[src/rtl/rdt_cfg.svh]
// Register indices, field positions, reset values and timing for the
// resonant dead-time edge block. Assumes a 100 MHz controller clock.
`ifndef RDT_CFG_SVH
`define RDT_CFG_SVH

`define IDX_DRIVE_THREE_FALL 8'h4B
`define IDX_DRIVE_FOUR_RISE  8'h4D
`define IDX_DRIVE_FOUR_FALL  8'h4F
`define IDX_RECT_ONE_RISE    8'h51
`define IDX_CONTROL          8'h60
`define IDX_PERIOD           8'h61
`define IDX_STATUS           8'h62

`define ADDR_IDX_HI          9
`define ADDR_IDX_LO          2
`define ADDR_TOP_HI          11
`define ADDR_TOP_LO          10

`define CTRL_RESONANT_BIT    0
`define CODE_ADVANCE_BIT     7
`define CODE_RESET           8'h00
`define CTRL_RESET           1'b0
`define PERIOD_RESET         16'h00C8
`define PERIOD_MIN           16'h0002

`define STEP_NS              16'h0005
`define CLK_NS               16'h000A

`define RESP_OKAY            2'b00
`define RESP_SLVERR          2'b10

`endif

[src/rtl/rdt_pkg.sv]
// Types shared by the resonant dead-time edge block.
// Assumes rdt_cfg.svh for numeric constants.
`default_nettype none
`include "rdt_cfg.svh"

package rdt_pkg;
  typedef logic [7:0]  code_t;
  typedef logic [15:0] count_t;

  typedef struct packed {
    logic three;
    logic four;
    logic rect;
  } drive_s;

  typedef struct packed {
    code_t three_fall;
    code_t four_rise;
    code_t four_fall;
    code_t rect_rise;
  } codes_s;

  // Code steps to whole clock cycles, rounded down
  function automatic count_t to_cycles(input code_t code);
    logic [15:0] prod;
    prod = {8'h00, code} * `STEP_NS;
    return count_t'(prod / `CLK_NS);
  endfunction
endpackage

`default_nettype wire

[src/rtl/rect_edge_delay.sv]
// Rectifier gate timing from the ac-sense pin.
// Assumes an asynchronous ac-sense level and one controller clock.
`timescale 1ns/1ps
`default_nettype none
`include "rdt_cfg.svh"

module rect_edge_delay (
  input  wire logic           i_clk,
  input  wire logic           i_rst,
  input  wire logic           i_ac_sense,
  input  wire logic           i_enable,
  input  wire rdt_pkg::count_t i_delay,
  output logic                o_gate
);
  import rdt_pkg::*;

  logic   sync1;
  logic   sync2;
  logic   sync3;
  logic   armed;
  count_t wait_cnt;
  logic   ac_rise;
  logic   ac_fall;

  // Two-stage synchroniser
  always_ff @(posedge i_clk) begin
    if (i_rst) begin
      sync1 <= 1'b0;
      sync2 <= 1'b0;
      sync3 <= 1'b0;
    end else begin
      sync1 <= i_ac_sense;
      sync2 <= sync1;
      sync3 <= sync2;
    end
  end

  assign ac_rise = sync2 && !sync3;
  assign ac_fall = !sync2 && sync3;

  // Delay count from ac-sense rise
  always_ff @(posedge i_clk) begin
    if (i_rst || !i_enable || ac_fall) begin
      armed    <= 1'b0;
      wait_cnt <= '0;
    end else if (ac_rise) begin
      armed    <= 1'b1;
      wait_cnt <= i_delay;
    end else if (armed && wait_cnt != '0) begin
      wait_cnt <= wait_cnt - 16'h0001;
    end else if (armed) begin
      armed    <= 1'b0;
    end
  end

  always_ff @(posedge i_clk) begin
    if (i_rst || !i_enable || ac_fall) begin
      o_gate <= 1'b0;
    end else if (armed && wait_cnt == '0) begin
      o_gate <= 1'b1;
    end
  end

  a_rect_fires: assert property (@(posedge i_clk) disable iff (i_rst)
    ac_rise && i_enable && i_delay == '0 |=> ##1 o_gate)
    else $error("rectifier gate not raised after zero delay");

  a_rect_early: assert property (@(posedge i_clk) disable iff (i_rst)
    $rose(o_gate) |-> $past(armed) && $past(wait_cnt) == '0)
    else $error("rectifier gate rose before its delay ran out");
endmodule // rect_edge_delay

`default_nettype wire

[src/rtl/resonant_dead_time_edges.sv]
// Resonant-mode edge placement for drive outputs three and four and
// rectifier gate one, with an AXI4-Lite register slave.
// Assumes one 100 MHz clock and a synchronous active-high reset.
`timescale 1ns/1ps
`default_nettype none
`include "rdt_cfg.svh"

module resonant_dead_time_edges (
  input  wire logic           i_clk,
  input  wire logic           i_rst,
  input  wire logic [11:0]    i_awaddr,
  input  wire logic           i_awvalid,
  output logic                o_awready,
  input  wire logic [31:0]    i_wdata,
  input  wire logic [3:0]     i_wstrb,
  input  wire logic           i_wvalid,
  output logic                o_wready,
  output logic [1:0]          o_bresp,
  output logic                o_bvalid,
  input  wire logic           i_bready,
  input  wire logic [11:0]    i_araddr,
  input  wire logic           i_arvalid,
  output logic                o_arready,
  output logic [31:0]         o_rdata,
  output logic [1:0]          o_rresp,
  output logic                o_rvalid,
  input  wire logic           i_rready,
  input  wire logic           i_ac_sense_input,
  output var rdt_pkg::drive_s o_drive
);
  import rdt_pkg::*;

  codes_s       codes;
  codes_s       shadow;
  logic         resonant_en;
  count_t       period;
  count_t       period_sh;
  count_t       cnt;
  logic         run;
  logic         boundary;
  logic         aw_hold;
  logic [7:0]   aw_idx;
  logic         aw_bad;
  logic         w_hold;
  logic [31:0]  w_data;
  logic [3:0]   w_strb;
  logic         do_write;
  logic         wr_ok;
  logic [31:0]  rd_data;
  logic         rd_ok;
  logic [7:0]   ar_idx;
  count_t       mid;
  count_t       lead3;
  count_t       lead4;
  count_t       shift4;
  count_t       rect_cyc;
  count_t       c_fall;
  count_t       d_rise;
  count_t       d_fall;
  logic         rect_gate;

  // Write address and data channels, taken in either order
  always_ff @(posedge i_clk) begin
    if (i_rst) begin
      o_awready <= 1'b0;
      aw_hold   <= 1'b0;
      aw_idx    <= 8'h00;
      aw_bad    <= 1'b0;
    end else if (i_awvalid && o_awready) begin
      o_awready <= 1'b0;
      aw_hold   <= 1'b1;
      aw_idx    <= i_awaddr[`ADDR_IDX_HI:`ADDR_IDX_LO];
      aw_bad    <= i_awaddr[`ADDR_TOP_HI:`ADDR_TOP_LO] != 2'b00;
    end else if (do_write) begin
      aw_hold   <= 1'b0;
    end else if (!aw_hold) begin
      o_awready <= 1'b1;
    end
  end

  always_ff @(posedge i_clk) begin
    if (i_rst) begin
      o_wready <= 1'b0;
      w_hold   <= 1'b0;
      w_data   <= 32'h0000_0000;
      w_strb   <= 4'h0;
    end else if (i_wvalid && o_wready) begin
      o_wready <= 1'b0;
      w_hold   <= 1'b1;
      w_data   <= i_wdata;
      w_strb   <= i_wstrb;
    end else if (do_write) begin
      w_hold   <= 1'b0;
    end else if (!w_hold) begin
      o_wready <= 1'b1;
    end
  end

  assign do_write = aw_hold && w_hold && !o_bvalid;

  always_comb begin
    if (aw_bad) begin
      wr_ok = 1'b0;
    end else if (aw_idx == `IDX_DRIVE_THREE_FALL || aw_idx == `IDX_DRIVE_FOUR_RISE) begin
      wr_ok = 1'b1;
    end else if (aw_idx == `IDX_DRIVE_FOUR_FALL || aw_idx == `IDX_RECT_ONE_RISE) begin
      wr_ok = 1'b1;
    end else if (aw_idx == `IDX_CONTROL || aw_idx == `IDX_PERIOD) begin
      wr_ok = 1'b1;
    end else begin
      wr_ok = aw_idx == `IDX_STATUS;
    end
  end

  always_ff @(posedge i_clk) begin
    if (i_rst) begin
      o_bvalid <= 1'b0;
      o_bresp  <= `RESP_OKAY;
    end else if (do_write) begin
      o_bvalid <= 1'b1;
      o_bresp  <= wr_ok ? `RESP_OKAY : `RESP_SLVERR;
    end else if (i_bready) begin
      o_bvalid <= 1'b0;
    end
  end

  // Register writes; full 8-bit code fields in byte lane 0
  always_ff @(posedge i_clk) begin
    if (i_rst) begin
      codes       <= {4{`CODE_RESET}};
      resonant_en <= `CTRL_RESET;
      period      <= `PERIOD_RESET;
    end else if (do_write && !aw_bad) begin
      if (aw_idx == `IDX_DRIVE_THREE_FALL && w_strb[0]) begin
        codes.three_fall <= w_data[7:0];
      end else if (aw_idx == `IDX_DRIVE_FOUR_RISE && w_strb[0]) begin
        codes.four_rise <= w_data[7:0];
      end else if (aw_idx == `IDX_DRIVE_FOUR_FALL && w_strb[0]) begin
        codes.four_fall <= w_data[7:0];
      end else if (aw_idx == `IDX_RECT_ONE_RISE && w_strb[0]) begin
        codes.rect_rise <= w_data[7:0];
      end else if (aw_idx == `IDX_CONTROL && w_strb[0]) begin
        resonant_en <= w_data[`CTRL_RESONANT_BIT];
      end else if (aw_idx == `IDX_PERIOD) begin
        if (w_strb[0]) begin
          period[7:0] <= w_data[7:0];
        end
        if (w_strb[1]) begin
          period[15:8] <= w_data[15:8];
        end
      end
    end
  end

  // Read decode
  assign ar_idx = i_araddr[`ADDR_IDX_HI:`ADDR_IDX_LO];

  always_comb begin
    rd_data = 32'h0000_0000;
    rd_ok   = i_araddr[`ADDR_TOP_HI:`ADDR_TOP_LO] == 2'b00;
    if (!rd_ok) begin
      rd_data = 32'h0000_0000;
    end else if (ar_idx == `IDX_DRIVE_THREE_FALL) begin
      rd_data = {24'h000000, codes.three_fall};
    end else if (ar_idx == `IDX_DRIVE_FOUR_RISE) begin
      rd_data = {24'h000000, codes.four_rise};
    end else if (ar_idx == `IDX_DRIVE_FOUR_FALL) begin
      rd_data = {24'h000000, codes.four_fall};
    end else if (ar_idx == `IDX_RECT_ONE_RISE) begin
      rd_data = {24'h000000, codes.rect_rise};
    end else if (ar_idx == `IDX_CONTROL) begin
      rd_data = {31'h0000_0000, resonant_en};
    end else if (ar_idx == `IDX_PERIOD) begin
      rd_data = {16'h0000, period};
    end else if (ar_idx == `IDX_STATUS) begin
      rd_data = {cnt, 12'h000, run, o_drive};
    end else begin
      rd_ok = 1'b0;
    end
  end

  always_ff @(posedge i_clk) begin
    if (i_rst) begin
      o_arready <= 1'b0;
      o_rvalid  <= 1'b0;
      o_rdata   <= 32'h0000_0000;
      o_rresp   <= `RESP_OKAY;
    end else if (i_arvalid && o_arready) begin
      o_arready <= 1'b0;
      o_rvalid  <= 1'b1;
      o_rdata   <= rd_data;
      o_rresp   <= rd_ok ? `RESP_OKAY : `RESP_SLVERR;
    end else if (o_rvalid && i_rready) begin
      o_rvalid  <= 1'b0;
    end else if (!o_rvalid) begin
      o_arready <= 1'b1;
    end
  end

  // Switching cycle counter
  assign run      = resonant_en && period_sh >= `PERIOD_MIN;
  assign boundary = !run || cnt >= period_sh - 16'h0001;

  always_ff @(posedge i_clk) begin
    if (i_rst || boundary) begin
      cnt <= '0;
    end else begin
      cnt <= cnt + 16'h0001;
    end
  end

  // Shadow copies adopted only at a cycle boundary, and on every clock while not running
  always_ff @(posedge i_clk) begin
    if (i_rst) begin
      shadow    <= {4{`CODE_RESET}};
      period_sh <= `PERIOD_RESET;
    end else if (boundary) begin
      shadow    <= codes;
      period_sh <= period;
    end
  end

  // Edge instants in cycles
  assign mid      = period_sh >> 1;
  assign lead3    = to_cycles(shadow.three_fall);
  assign lead4    = to_cycles(shadow.four_fall);
  assign rect_cyc = to_cycles(shadow.rect_rise);
  assign shift4   = shadow.four_rise[`CODE_ADVANCE_BIT] ? to_cycles(code_t'(-shadow.four_rise))
                                                       : to_cycles(shadow.four_rise);

  assign c_fall = lead3 >= period_sh ? '0 : period_sh - lead3;
  assign d_fall = lead4 >= period_sh ? '0 : period_sh - lead4;

  always_comb begin
    if (!shadow.four_rise[`CODE_ADVANCE_BIT]) begin
      d_rise = mid + shift4;
    end else if (shift4 > mid) begin
      d_rise = '0;
    end else begin
      d_rise = mid - shift4;
    end
  end

  rect_edge_delay u_rect (
    .i_clk      (i_clk),
    .i_rst      (i_rst),
    .i_ac_sense (i_ac_sense_input),
    .i_enable   (run),
    .i_delay    (rect_cyc),
    .o_gate     (rect_gate)
  );

  // Registered outputs
  always_ff @(posedge i_clk) begin
    if (i_rst) begin
      o_drive <= '0;
    end else begin
      o_drive.three <= run && cnt < c_fall;
      o_drive.four  <= run && cnt >= d_rise && cnt < d_fall;
      o_drive.rect  <= run && rect_gate;
    end
  end

  a_three_fall: assert property (@(posedge i_clk) disable iff (i_rst)
    run && cnt == c_fall |=> !o_drive.three)
    else $error("drive three high at its fall instant");

  a_four_rise: assert property (@(posedge i_clk) disable iff (i_rst)
    run && cnt == d_rise && d_rise < d_fall |=> o_drive.four)
    else $error("drive four not high at its rise instant");

  a_four_fall: assert property (@(posedge i_clk) disable iff (i_rst)
    run && cnt == d_fall |=> !o_drive.four)
    else $error("drive four high at its fall instant");

  a_step_scale: assert property (@(posedge i_clk) disable iff (i_rst)
    shadow.three_fall == 8'hFF |-> lead3 == 16'h007F)
    else $error("code step not 5 ns at 100 MHz");

  a_idle_low: assert property (@(posedge i_clk) disable iff (i_rst)
    !run ##1 !run |-> o_drive == '0)
    else $error("outputs active outside resonant mode");

  a_shadow_hold: assert property (@(posedge i_clk) disable iff (i_rst)
    !boundary |=> shadow == $past(shadow))
    else $error("code adopted inside a switching cycle");
endmodule // resonant_dead_time_edges

`default_nettype wire

[config.mk]
export PLATFORM = sky130hd
export DESIGN_NAME = resonant_dead_time_edges
export DESIGN_NICKNAME = d
export VERILOG_FILES = /design/src/rtl/rdt_pkg.sv /design/src/rtl/rect_edge_delay.sv /design/src/rtl/resonant_dead_time_edges.sv
export VERILOG_INCLUDE_DIRS = /design/src /design/src/rtl
export SDC_FILE = /design/constraint.sdc
export NUM_CORES = 1
export LEC_CHECK = 0
export ABC_AREA = 1
export BUFFER_PORTS_ARGS = -buffer_cell sky130_fd_sc_hd__buf_2
export CORE_ASPECT_RATIO = 0.8
export CORE_MARGIN = 5
export CORE_UTILIZATION = 60
export CTS_CLUSTER_SIZE = 25
export DETAILED_ROUTE_END_ITERATION = 8
export GPL_ROUTABILITY_DRIVEN = 0
export PLACE_DENSITY_LB_ADDON = 0.2
export SETUP_SLACK_MARGIN = 0.4
export SLEW_MARGIN = 20
export SYNTH_ARGS = -nofsm -noshare
export SYNTH_HDL_FRONTEND = slang
export SYNTH_SLANG_ARGS = --single-unit
[constraint.sdc]
create_clock -name i_clk -period 12.45 [get_ports i_clk]
set_clock_uncertainty 0.2 [all_clocks]
set_input_delay 2.49 -clock i_clk [delete_from_list [all_inputs] [get_ports i_clk]]
set_output_delay 2.49 -clock i_clk [all_outputs]
set_load 0.05 [all_outputs]
==> impl_metrics.tcl <==
set metrics [dict create \
    status "complete, no violations" \
    hold_violations 0 \
    syn-cell-area_um2 15520 \
    synth_most_common_cell "nand2_1" \
    postCtsHoldBufs 0 \
    grt_pass1_vias 14460 \
    grt_overflow 0 \
    cts_resized 0 \
    initialDrtViolationCount 1080 \
    finalInstanceArea_um2 16990 \
    ios 112 \
    synth_common_cells "nand2_1, inv_1, a21oi_1" \
    grt_usage_pct 27.78 \
    crit_path_start "shadow[16]$_SDFFE_PP0P_" \
    wire_per_inst_um 15.35 \
    tightest_slew_ns 1.102 \
    rsz0062_at_grt "false" \
    pre_cts_ws_ns 1.755 \
    leakage_nw 8.366 \
    slowest_delay_ns 0.42 \
    worst_skew_pair.late_latency_ns 0.52 \
    synth.yosys.seq_area_share_pct 26.43 \
    port_buffers 87 \
    yosysUniqueCellTypes 59 \
    initial_core_util_pct 61.18 \
    maxSlewViolCount 0 \
    cts_buffers 22 \
    grt_pass1_wl_mm 69.13 \
    coreArea_um2 25370 \
    synth_edf_count 0 \
    async_reset_ff_share_pct 0 \
    synth-main-ff-cell "dfxtp_1" \
    cts.sinks 205 \
    drt-pass1-iter-count 8 \
    yosys.area.top_type_share_pct 26.43 \
    final_antenna_net_count 0 \
    power_density_nw_per_um2 84.22 \
    max_freq_mhz 92.07 \
    end_kind "flip-flop" \
    yosys.area.top_type "dfxtp_1" \
    reg2reg_from "shadow[16]$_SDFFE_PP0P_" \
    rows 52 \
    die-area_um2 29210 \
    die_w_um 189.8 \
    ir_drop_uv 104.9 \
    syn-instance-count 2294 \
    syn_area_per_cell_um2 6.768 \
    clk_pin_slew_ns 0.06 \
    syn_to_final_growth_pct 9.421 \
    crit_arrival_ns 11.04 \
    cts_tree "done" \
    die_h_um 153.9 \
    avgViaCountPerCell 5.703 \
    setup_viol 0 \
    num_vias 15360 \
    wl_mm 41.35 \
    placed_area_um2 16190 \
    worstSetupStartpointType "flip-flop" \
    maxCapViolations 0 \
    cp_slowest_cell "dfxtp_1" \
    antenna_found_initial 1 \
    max_slew_margin_pct 26.27 \
    htree_levels 1 \
    route.detailed.drc 0 \
    dp_hpwl_mm 31.95 \
    post-route-period-util_pct 87.24 \
    worst_slack_ns 1.589 \
    min_from "u_rect.sync1$_SDFF_PP0_" \
    ys_ff_latch 205 \
    drive_gt1_share_pct 9.709 \
    whs_ns 0.2088 \
    cp.required_ns 12.63 \
    yosys_warnings 0 \
    crit_fanout 8 \
    ctsLongestPathBuffers 3 \
    tns_ns 0 \
    path_common_cell "nand2_1" \
    cts_setup_buffers 0 \
    nNetsFinal 2591 \
    hold_class "flip-flop to flip-flop" \
    critPathKind "flip-flop to flip-flop" \
    grt_max_degree 76 \
    netlist_top_cells_area "dfxtp_1, ha_1, nand2_1" \
    cts-root-buf "clkbuf_16" \
    min_period_ns 10.86 \
]
routing by layer:
layer / routed length [µm] / track usage [%]
met3: 2856 / 3.377
met5: 0 / 0
met2: 18600 / 46.69
met4: 1020 / 6.267
met1: 18880 / 38.40
area by class of cell:
| cell class | count | area, µm² |
|---|---|---|
| clock buffer | 28 | 613.1 |
| fill | 2254 | 8387 |
| timing repair buffer | 94 | 488.0 |
| antenna | 1 | 2.502 |
| sequential | 205 | 4104 |
| multi-input combinational | 1662 | 9812 |
| inverter | 368 | 1385 |
| tap | 324 | 405.4 |
| clock inverter | 12 | 177.7 |
power by group:
part | internal [mW] | switching, mW | total [mW]
logic | 0.0153 | 0.0422 | 0.0575
clock network | 0.417 | 0.287 | 0.704
registers | 0.665 | 0.00482 | 0.669
total | 1.10 | 0.334 | 1.43
path summary, 6_finish.rpt:
| check | end | slack, ns | cells past startpoint |
|---|---|---|---|
| max | o_drive[1]$_SDFF_PP0_ | 1.59 | 76 |
| min | u_rect.sync2$_SDFF_PP0_ | 0.21 | 2 |
| max reg2reg | o_drive[1]$_SDFF_PP0_ | 1.59 | 76 |
| min reg2reg | u_rect.sync2$_SDFF_PP0_ | 0.21 | 2 |
cell usage in the layout (no fill, tap or decap), types with 48 or more instances in the layout:
cell type and count:
nand2_1 389, inv_1 353, a21oi_1 206, dfxtp_1 205, nor2_1 194, o21ai_0 178
nand3_1 162, ha_1 161, buf_2 87, xor2_1 48
critical path, delay by kind of cell (launching register included):
kind                       cells  cell delay [ns]
AOI/OAI and AO/OA             17             2.62
xor gates and xnor gates       1             0.22
adders and majority gates      7             1.85
buffers and inverters          9             0.78
DFF                            1             0.42
and+or+nand+nor               42             4.62
cells by family (layout without fill, tap and decap cells):
group,after synthesis,after routing,synth area share [%]
DFF,205,205,26.43
and+or+nand+nor,912,912,26.48
muxes,1,1,0.06448
other,1,3,0.02415
xor gates and xnor gates,68,68,3.925
adders and majority gates,170,170,14.14
AOI/OAI and AO/OA,509,509,18.51
buffers and inverters,428,502,10.42
sequential cells by signal (all words and copies together) (netlist names), 2 cells and up:
signal           cells
codes               32
o_rdata             32
shadow              32
cnt                 16
period              16
period_sh           16
u_rect.wait_cnt     16
w_data              16
aw_idx               8
o_drive              3
w_strb               2
metrics by stage:
step / util [%] / power [mW] / cells
detailed placement: 63.82 / 0.7403 / 2653
floorplan: - / 0.7198 / 2295
finish: 66.95 / 1.431 / 2694
global placement: 63.82 / 0.7386 / 2653
global route: 66.95 / 1.478 / 2694
CTS: 66.94 / 1.441 / 2693
(Power assumes the default switching activity.)
